**src/common/lowside_pwm_cfg.svh**
```systemverilog
`ifndef LOWSIDE_PWM_CFG_SVH
`define LOWSIDE_PWM_CFG_SVH

// clock rate of mclk
`define MCLK_HZ 250000000
// pwm period is split into this many duty steps
`define PWM_STEPS 256
// quarter period offset between neighbouring channels, in steps
`define PHASE_QUARTER 8'h40

// output frequency per select code, in units of 100 Hz
`define FREQ_SEL0_HHZ 39
`define FREQ_SEL1_HHZ 42
`define FREQ_SEL2_HHZ 45
`define FREQ_SEL3_HHZ 50
`define FREQ_SEL4_HHZ 36
`define FREQ_SEL5_HHZ 34
`define FREQ_SEL6_HHZ 32
`define FREQ_SEL7_HHZ 30
`define HHZ_TO_HZ 100

// reset values
`define FREQ_SEL_RESET 3'h0
`define DUTY_RESET 8'h00
`define TARGET_RESET 10'h000
`define KI_RESET 4'h1
`define KP_RESET 4'h1

// codes with fixed meaning
`define DUTY_FULL_ON 8'hff
`define DUTY_OFF 8'h00
// smallest duty an armed regulator applies, so that it keeps seeing on-phase samples
`define DUTY_MIN_ON 8'h01
`define TARGET_OFF 10'h000

// regulator scaling: gains in eighths, 10-bit current to 8-bit duty
`define REG_SHIFT 5
`define INTEG_MAX 20'sh01fe0

`endif

```
**src/common/lowside_pwm_pkg.sv**
```systemverilog
`include "lowside_pwm_cfg.svh"

package lowside_pwm_pkg;

    typedef logic [7:0] duty_t;
    typedef logic [9:0] current_t;
    typedef logic [2:0] freq_sel_t;
    typedef logic [3:0] gain_t;
    typedef logic [11:0] prescale_t;

    // clocks per duty step for a frequency select code
    function automatic prescale_t freq_prescale(input freq_sel_t sel);
        int hhz;
        case (sel)
            3'h0: hhz = `FREQ_SEL0_HHZ;
            3'h1: hhz = `FREQ_SEL1_HHZ;
            3'h2: hhz = `FREQ_SEL2_HHZ;
            3'h3: hhz = `FREQ_SEL3_HHZ;
            3'h4: hhz = `FREQ_SEL4_HHZ;
            3'h5: hhz = `FREQ_SEL5_HHZ;
            3'h6: hhz = `FREQ_SEL6_HHZ;
            default: hhz = `FREQ_SEL7_HHZ;
        endcase
        return prescale_t'(`MCLK_HZ / (hhz * `HHZ_TO_HZ * `PWM_STEPS));
    endfunction : freq_prescale

endpackage : lowside_pwm_pkg

```
**src/hw/pwm_phase_timer.sv**
```systemverilog
`timescale 1ns/10ps

module pwm_phase_timer (
    input wire logic mclk,
    input wire logic rst_n,
    input wire lowside_pwm_pkg::prescale_t prescale,
    output logic [3:0][7:0] phase_cnt
);
    import lowside_pwm_pkg::*;

    prescale_t pre_cnt_reg;
    duty_t base_cnt_reg;

    ////////////////////////////////////////////////////////////////////////
    // step prescaler; a shorter prescale takes effect at once, and a count already past it wraps on the next clock
    always_ff @(posedge mclk) begin
        if (!rst_n) begin
            pre_cnt_reg <= 12'h000;
        end else if (pre_cnt_reg >= prescale - 12'h001) begin
            pre_cnt_reg <= 12'h000;
        end else begin
            pre_cnt_reg <= pre_cnt_reg + 12'h001;
        end
    end

    // period counter of the first channel
    always_ff @(posedge mclk) begin
        if (!rst_n) begin
            base_cnt_reg <= 8'h00;
        end else if (pre_cnt_reg >= prescale - 12'h001) begin
            base_cnt_reg <= base_cnt_reg + 8'h01;
        end
    end

    // each later channel lags the one before by a quarter period
    for (genvar i = 0; i < 4; i++) begin : g_phase
        assign phase_cnt[i] = base_cnt_reg - 8'(i * `PHASE_QUARTER);
    end

    for (genvar i = 1; i < 4; i++) begin : g_phase_chk

    end
endmodule : pwm_phase_timer

```
**src/hw/pi_regulator.sv**
```systemverilog
`timescale 1ns/10ps

module pi_regulator (
    input wire logic mclk,
    input wire logic rst_n,
    input wire logic enable,
    input wire lowside_pwm_pkg::current_t target,
    input wire logic sample_stb,
    input wire lowside_pwm_pkg::current_t sample,
    input wire lowside_pwm_pkg::gain_t ki,
    input wire lowside_pwm_pkg::gain_t kp,
    output lowside_pwm_pkg::duty_t duty
);
    import lowside_pwm_pkg::*;

    logic signed [10:0] err;
    logic signed [15:0] i_step;
    logic signed [15:0] p_term;
    logic signed [19:0] integ_reg;
    logic signed [19:0] integ_next;
    logic signed [19:0] out_sum;
    logic signed [19:0] out_scaled;

    ////////////////////////////////////////////////////////////////////////
    // error against the live target, so a new target acts at once
    assign err = $signed({1'b0, target}) - $signed({1'b0, sample});
    assign i_step = err * $signed({1'b0, ki});
    assign p_term = err * $signed({1'b0, kp});

    // integrator clamped to the duty range to stop wind-up
    always_comb begin
        integ_next = integ_reg + 20'(i_step);
        if (integ_next < 20'sh00000) begin
            integ_next = 20'sh00000;
        end else if (integ_next > `INTEG_MAX) begin
            integ_next = `INTEG_MAX;
        end
        out_sum = integ_next + 20'(p_term);
        out_scaled = out_sum >>> `REG_SHIFT;
    end

    always_ff @(posedge mclk) begin
        if (!rst_n || !enable) begin
            integ_reg <= 20'sh00000;
        end else if (sample_stb) begin
            integ_reg <= integ_next;
        end
    end

    // duty follows each on-phase sample, saturated to 0..255
    always_ff @(posedge mclk) begin
        if (!rst_n || !enable) begin
            duty <= `DUTY_OFF;
        end else if (sample_stb) begin
            if (out_scaled < 20'sh00000) begin
                duty <= 8'h00;
            end else if (out_scaled > 20'sh000ff) begin
                duty <= 8'hff;
            end else begin
                duty <= out_scaled[7:0];
            end
        end
    end
endmodule : pi_regulator

```
**src/hw/lowside_pwm_current_regulator.sv**
```systemverilog
`timescale 1ns/10ps

// Summary of operation
// - four 8-bit duty registers, 0.39% per step
// - digital duty all ones keeps switch on
// - digital duty zero keeps switch off
// - channels staggered by a quarter period
// - select resets to 000, 3.9 kHz; up to 5.0
// - slope bit set selects faster edges
// - four 10-bit targets, 2.2 mA per step
// - zero target disables the power stage in current mode
// - all-ones target means 2.250 A
// - new target acts in regulator at once
// - PI regulator steers duty from current error
// - regulation sample taken during on phase
// - current mode, select clear: read target
// - current mode, select set: read applied duty
// - digital mode, select clear: read duty code
// - digital mode, select set: read measured current
// - regulators idle until nonzero integral gain; default 1/8
module lowside_pwm_current_regulator (
    input wire logic mclk,
    input wire logic rst_n,
    input wire logic [3:0] duty_wr_en,
    input wire lowside_pwm_pkg::duty_t duty_wr_data,
    input wire logic [3:0] target_wr_en,
    input wire lowside_pwm_pkg::current_t target_wr_data,
    input wire logic freq_wr_en,
    input wire lowside_pwm_pkg::freq_sel_t pwm_freq_select,
    input wire logic ki_wr_en,
    input wire lowside_pwm_pkg::gain_t ki_wr_data,
    input wire logic kp_wr_en,
    input wire lowside_pwm_pkg::gain_t kp_wr_data,
    input wire logic slope_select,
    input wire logic [1:0] regulation_disable_pair,
    input wire logic readback_select,
    input wire logic [3:0] adc_valid,
    input wire logic [3:0][9:0] adc_current,
    output logic [3:0] lowside_channel,
    output logic slope_fast,
    output logic [3:0][9:0] readback
);
    import lowside_pwm_pkg::*;

    freq_sel_t freq_sel_reg;
    gain_t ki_reg;
    gain_t kp_reg;
    logic ki_armed_reg;
    prescale_t prescale;
    logic [3:0][7:0] phase_cnt;
    duty_t duty_reg [4];
    current_t target_reg [4];
    current_t adc_last_reg [4];
    duty_t reg_duty [4];
    duty_t duty_eff [4];
    logic [3:0] digital_mode;
    logic [3:0] sample_stb;

    // pair 0 covers channels one and two, pair 1 the other two
    function automatic logic pair_digital(input logic [1:0] dis, input int ch);
        return dis[ch / 2];
    endfunction : pair_digital

    ////////////////////////////////////////////////////////////////////////
    // shared configuration

    // frequency select is held so that it has a defined reset code
    always_ff @(posedge mclk) begin
        if (!rst_n) begin
            freq_sel_reg <= `FREQ_SEL_RESET;
        end else if (freq_wr_en) begin
            freq_sel_reg <= pwm_freq_select;
        end
    end

    // table lookup of clocks per duty step
    assign prescale = freq_prescale(freq_sel_reg);

    // integral gain defaults to one eighth but stays unarmed until written
    always_ff @(posedge mclk) begin
        if (!rst_n) begin
            ki_reg <= `KI_RESET;
            ki_armed_reg <= 1'b0;
        end else if (ki_wr_en) begin
            ki_reg <= ki_wr_data;
            ki_armed_reg <= (ki_wr_data != 4'h0);
        end
    end

    // proportional gain, in eighths
    always_ff @(posedge mclk) begin
        if (!rst_n) begin
            kp_reg <= `KP_RESET;
        end else if (kp_wr_en) begin
            kp_reg <= kp_wr_data;
        end
    end

    // one slope setting for all four drivers; the edge rate itself is analog
    always_ff @(posedge mclk) begin
        if (!rst_n) begin
            slope_fast <= 1'b0;
        end else begin
            slope_fast <= slope_select;
        end
    end

    ////////////////////////////////////////////////////////////////////////
    // period counters, one shared prescaler

    pwm_phase_timer u_timer (
        .mclk(mclk),
        .rst_n(rst_n),
        .prescale(prescale),
        .phase_cnt(phase_cnt)
    );

    ////////////////////////////////////////////////////////////////////////
    // per-channel logic

    for (genvar i = 0; i < 4; i++) begin : g_ch

        assign digital_mode[i] = pair_digital(regulation_disable_pair, i);

        // only samples caught while the switch conducts see the load current
        assign sample_stb[i] = adc_valid[i] && lowside_channel[i] && !digital_mode[i];

        // duty code register
        always_ff @(posedge mclk) begin
            if (!rst_n) begin
                duty_reg[i] <= `DUTY_RESET;
            end else if (duty_wr_en[i]) begin
                duty_reg[i] <= duty_wr_data;
            end
        end

        // target current register, full scale all ones
        always_ff @(posedge mclk) begin
            if (!rst_n) begin
                target_reg[i] <= `TARGET_RESET;
            end else if (target_wr_en[i]) begin
                target_reg[i] <= target_wr_data;
            end
        end

        // last converter result, latched in either mode, read back in digital mode only
        always_ff @(posedge mclk) begin
            if (!rst_n) begin
                adc_last_reg[i] <= 10'h000;
            end else if (adc_valid[i]) begin
                adc_last_reg[i] <= adc_current[i];
            end
        end

        pi_regulator u_reg (
            .mclk(mclk),
            .rst_n(rst_n),
            .enable(ki_armed_reg && (target_reg[i] != `TARGET_OFF)),
            .target(target_reg[i]),
            .sample_stb(sample_stb[i]),
            .sample(adc_current[i]),
            .ki(ki_reg),
            .kp(kp_reg),
            .duty(reg_duty[i])
        );

        // zero target forces the stage off even if the regulator lags
        always_comb begin
            if (digital_mode[i]) begin
                duty_eff[i] = duty_reg[i];
            end else if (target_reg[i] == `TARGET_OFF) begin
                duty_eff[i] = `DUTY_OFF;
            end else if (ki_armed_reg && reg_duty[i] == `DUTY_OFF) begin
                // a switch that never conducts never yields a sample to regulate from
                duty_eff[i] = `DUTY_MIN_ON;
            end else begin
                duty_eff[i] = reg_duty[i];
            end
        end

        // all ones is continuous; otherwise on while counter below duty
        always_ff @(posedge mclk) begin
            if (!rst_n) begin
                lowside_channel[i] <= 1'b0;
            end else if (duty_eff[i] == `DUTY_FULL_ON) begin
                lowside_channel[i] <= 1'b1;
            end else begin
                lowside_channel[i] <= (phase_cnt[i] < duty_eff[i]);
            end
        end

        // readback multiplexer
        always_ff @(posedge mclk) begin
            if (!rst_n) begin
                readback[i] <= 10'h000;
            end else begin
                case ({digital_mode[i], readback_select})
                    2'b00: readback[i] <= target_reg[i];
                    2'b01: readback[i] <= {2'b00, duty_eff[i]};
                    2'b10: readback[i] <= {2'b00, duty_reg[i]};
                    2'b11: readback[i] <= adc_last_reg[i];
                    default: readback[i] <= 10'h000;
                endcase
            end
        end

    end
endmodule : lowside_pwm_current_regulator

```
**config.mk**
```make
export PLATFORM = sky130hd
export DESIGN_NAME = lowside_pwm_current_regulator
export DESIGN_NICKNAME = d
export VERILOG_FILES = /design/src/common/lowside_pwm_pkg.sv /design/src/hw/pwm_phase_timer.sv /design/src/hw/pi_regulator.sv /design/src/hw/lowside_pwm_current_regulator.sv
export VERILOG_INCLUDE_DIRS = /design/src /design/src/common
export SDC_FILE = /design/constraint.sdc
export NUM_CORES = 2
export LEC_CHECK = 0
export BUFFER_PORTS_ARGS = -buffer_cell sky130_fd_sc_hd__buf_2
export CELL_PAD_IN_SITES_DETAIL_PLACEMENT = 1
export CELL_PAD_IN_SITES_GLOBAL_PLACEMENT = 1
export CORE_UTILIZATION = 50
export CTS_BUF_LIST = sky130_fd_sc_hd__clkbuf_8
export DETAILED_ROUTE_END_ITERATION = 8
export HOLD_SLACK_MARGIN = 0.15
export PLACE_DENSITY = 0.88
export SLEW_MARGIN = 20
export SYNTH_ARGS = -nofsm -noshare
export SYNTH_HDL_FRONTEND = slang
export SYNTH_HIERARCHICAL = 1
export SYNTH_SLANG_ARGS = --single-unit
export TNS_END_PERCENT = 5
```
**constraint.sdc**
```tcl
create_clock -name mclk -period 65.3 [get_ports mclk]
set_input_delay 9.795 -clock mclk [delete_from_list [all_inputs] [get_ports mclk]]
set_output_delay 9.795 -clock mclk [all_outputs]
set_load 0.005 [all_outputs]
```
==> results.md <==
GRT:
- The first global-routing pass estimated around 270 mm of wire.
- For this run the aggregate overflow at the end of global routing stands at 0.
- Entering global routing, the biggest net connects ~80 pins.
- The via count of the first global-routing pass is between 40000 and 50000.
- The initial antenna violation count is 15.
- The all-layer global routing usage is 34.5%.

Clock network:
- The number of setup buffers added after CTS is 0.
- The post-CTS resize count is 0.
- At the later pin of the worst-skew pair, clock insertion delay measures ~0.73 ns.
- Clock tree synthesis selected as its root buffer the cell clkbuf_8.
- TritonCTS created 55 clock buffers.
- The deepest level of the CTS H-tree is 2.
- The deepest clock path buffer count is 3.
- TritonCTS built the clock tree.
- The number of hold buffers added after cts is 0.
- CTS saw 297 sinks.
- After clock tree synthesis, the clock-pin slew on the worst setup and hold paths is roughly 0.070 ns.

Synth:
- After synthesis the netlist holds a flip-flop and latch count of 297.
- The count of mapped cells out of synthesis is 6011.
- The proportion of synthesized chip area in sequential cells is 14.4%.
- The share of async-settable or async-resettable flops after synthesis is 0%.
- The top-area cell type share of the netlist area is 14.7%.
- For this run, the number of Yosys warnings is 6.
- Counting distinct cell types in the post-synthesis netlist gives 140.
- The average instance area after synthesis is 8.17 µm².
- The largest total area in the synthesized netlist belongs to fa_1.
- Yosys mapped a number of flops with a built-in enable equal to 112.
- After synthesis, the cell types taking the most area are fa_1, ha_1, dfxtp_1.
- The cell area after synthesis is about 49000 µm².
- The predominant post-synthesis flop cell is dfxtp_1.

Run status:
- The flow ran to the end, but the final reports show violations.
- The final reports fail on DRC.

Place:
- The count of placed standard cells including taps is 7266.
- At the end of routability-driven placement, the weighted congestion stood at 0.946.
- The count of buffers from port buffering is 134.
- The setup slack after placement is approximately 11 ns.
- The HPWL after detailed placement is 137 mm.

STA:
- The max-slew violation count is 0.
- In the finished design, the share of the clock period the worst path needs comes to between 80 and 90%.
- After layout, the minimum clock period comes to roughly 56 ns.
- Setup repair after global routing left no endpoint under its margin.
- The final count of negative-setup-slack endpoints is 0.
- The setup skew after layout is 0.0353 ns.
- The relative max-transition margin is a little under a third.
- The actual transition at the worst max-transition pin is around 1.0 ns.
- The achievable frequency is 18.0 MHz.
- The final worst slack is slightly below 10 ns.
- On the final layout, the worst hold slack is 0.478 ns.
- After routing, the total negative slack on setup checks comes to 0 ns.
- The number of failing hold endpoints at the final stage is 0.

Layout:
- The final non-filler cell total is 7377.
- The layout has roughly 12000 filler cells.
- The flip-flop count of the largest register, all copies and words added is 76.
- The library cells used most frequently in the layout, excluding fill and tap cells, are inv_1, ha_1, nand2_1, a21oi_1, fa_1.
- The most frequent standard cell in the layout excluding fill and tap cells is inv_1.
- Compared with the post-synthesis result, the final layout area differs by 6.02%.
- At the end of the flow, the number of nets in the layout was 7057.
- Of the cells placed in the final design, the portion with a size suffix greater than 1 is 7.98%.

Detailed routing:
- In this run, the number of DRC markers left after iteration 0 of detailed routing was 3742.
- The count of antenna-violating nets left after detailed routing is 0.
- Using the TritonRoute via totals, the vias-per-cell ratio works out to 6.30.
- In the routed design, unresolved DRC markers number 18.
- The number of vias after detailed routing is 46500.
- The number of detailed-route iterations in the first pass is 8.
- Dividing the detail-routed wire length by the instance count gives 23.6 µm.
- The aggregate routed wire length is 174 mm.

Die:
- The die extent in y is 315 µm.
- The starting utilization of the core area is about half.
- The area of the core is 97000 µm².
- 135 I/O pins were placed.
- The die covers around 100000 µm².
- The number of rows created at floorplan is 114.
- The die outline width is 315 µm.

Worst setup path:
- Among the stages of the critical path, the cell type that occurs most often is a21oi_1.
- The type of element launching the critical path is a flop.
- Data arrives at the worst endpoint at 56.18 ns.
- STA classifies the critical path endpoint as a flop.
- The data required time at the worst endpoint is about 66 ns.
- The standard cell with the maximum stage delay on the critical path is o31ai_4.
- The largest incremental delay on the critical path is 0.75 ns.
- In this run the worst path has a maximum fanout of 21.
- The critical path is of the reg2reg type.

Min path:
- The path category of the worst min-delay check is reg2reg.

Job:
- Across the run, the number of max-cap violations was 0.
-- per-layer routing --
metal	track usage (%)	up-vias	routed length [µm]
met5	0	-	52
met4	13.4	8	6920
met3	5.23	440	12700
met2	59.0	1768	83600
met1	43.7	23300	71100
li1	-	20900	-
-- stage by stage --
stage                     area [µm²]  util, %
final                          52100     53.7
after global routing           52100     53.7
after CTS                      52100     53.7
after detailed placement       50800     52.4
after global placement         50800     52.4
after floorplan                49200        -
-- Yosys cell counts (88+ instances only) --
| cell | instances |
|---|---|
| a21oi_1 | 363 |
| fa_1 | 362 |
| a31oi_1 | 90 |
| nand3_1 | 125 |
| ha_1 | 558 |
| nor2_1 | 309 |
| a21o_1 | 117 |
| and3_1 | 167 |
| o21ai_0 | 246 |
| nor3_1 | 106 |
| nand2_1 | 424 |
| xnor2_1 | 180 |
| dfxtp_1 | 185 |
| nand2b_1 | 88 |
| clkbuf_1 | 141 |
| and2_1 | 326 |
| edfxtp_1 | 112 |
| inv_1 | 857 |
-- cells by family (layout without fill, tap and decap cells) --
group	count (synthesis)	in the layout	synth area share (%)
AO/OA/AOI/OAI	1444	1444	20.4
XOR/XNOR	261	261	4.65
buffers and inverters	1080	1146	8.63
AND/OR/NAND/NOR	1895	1895	20.6
other	8	32	0.0611
flip-flops	297	297	14.4
adder cells (fa/ha/maj)	920	920	29.0
multiplexers	106	106	2.34
-- worst max-delay path, delay by kind of cell (launching register included) --
kind	cells	cell delay (ns)
adders and majority gates	28	9.31
muxes	5	1.51
DFF	1	0.62
xor gates and xnor gates	2	0.35
buffers and inverters	15	2.76
AOI/OAI and AO/OA	104	24.68
and+or+nand+nor	76	16.19
-- path summary, 6_finish.rpt --
kind,from,to,slack [ns],depth (start not counted)
hold reg to reg,g_ch[1].u_reg/integ_reg[3],g_ch[1].u_reg/integ_reg[3],0.48,2
setup reg to reg,freq_sel_reg[0],u_timer/base_cnt_reg[5],9.78,230
hold / removal,g_ch[1].u_reg/integ_reg[3],g_ch[1].u_reg/integ_reg[3],0.48,2
setup / recovery,freq_sel_reg[0],u_timer/base_cnt_reg[5],9.78,230
-- cell type report --
class                      instances  area, µm²  area share, %
inverter                         867       3260           6.26
clock buffer                      66        908           1.74
timing repair buffer             176        992           1.90
multi-input combinational       4650      37900           72.8
sequential                       297       7080           13.6
tap                             1276       1600           3.06
antenna                            8       20.0         0.0384
clock inverter                    37        334          0.641
Power is left out: the tool's default activity adds up to more than one toggle a clock period on the data nets, which glitch-free logic cannot reach.
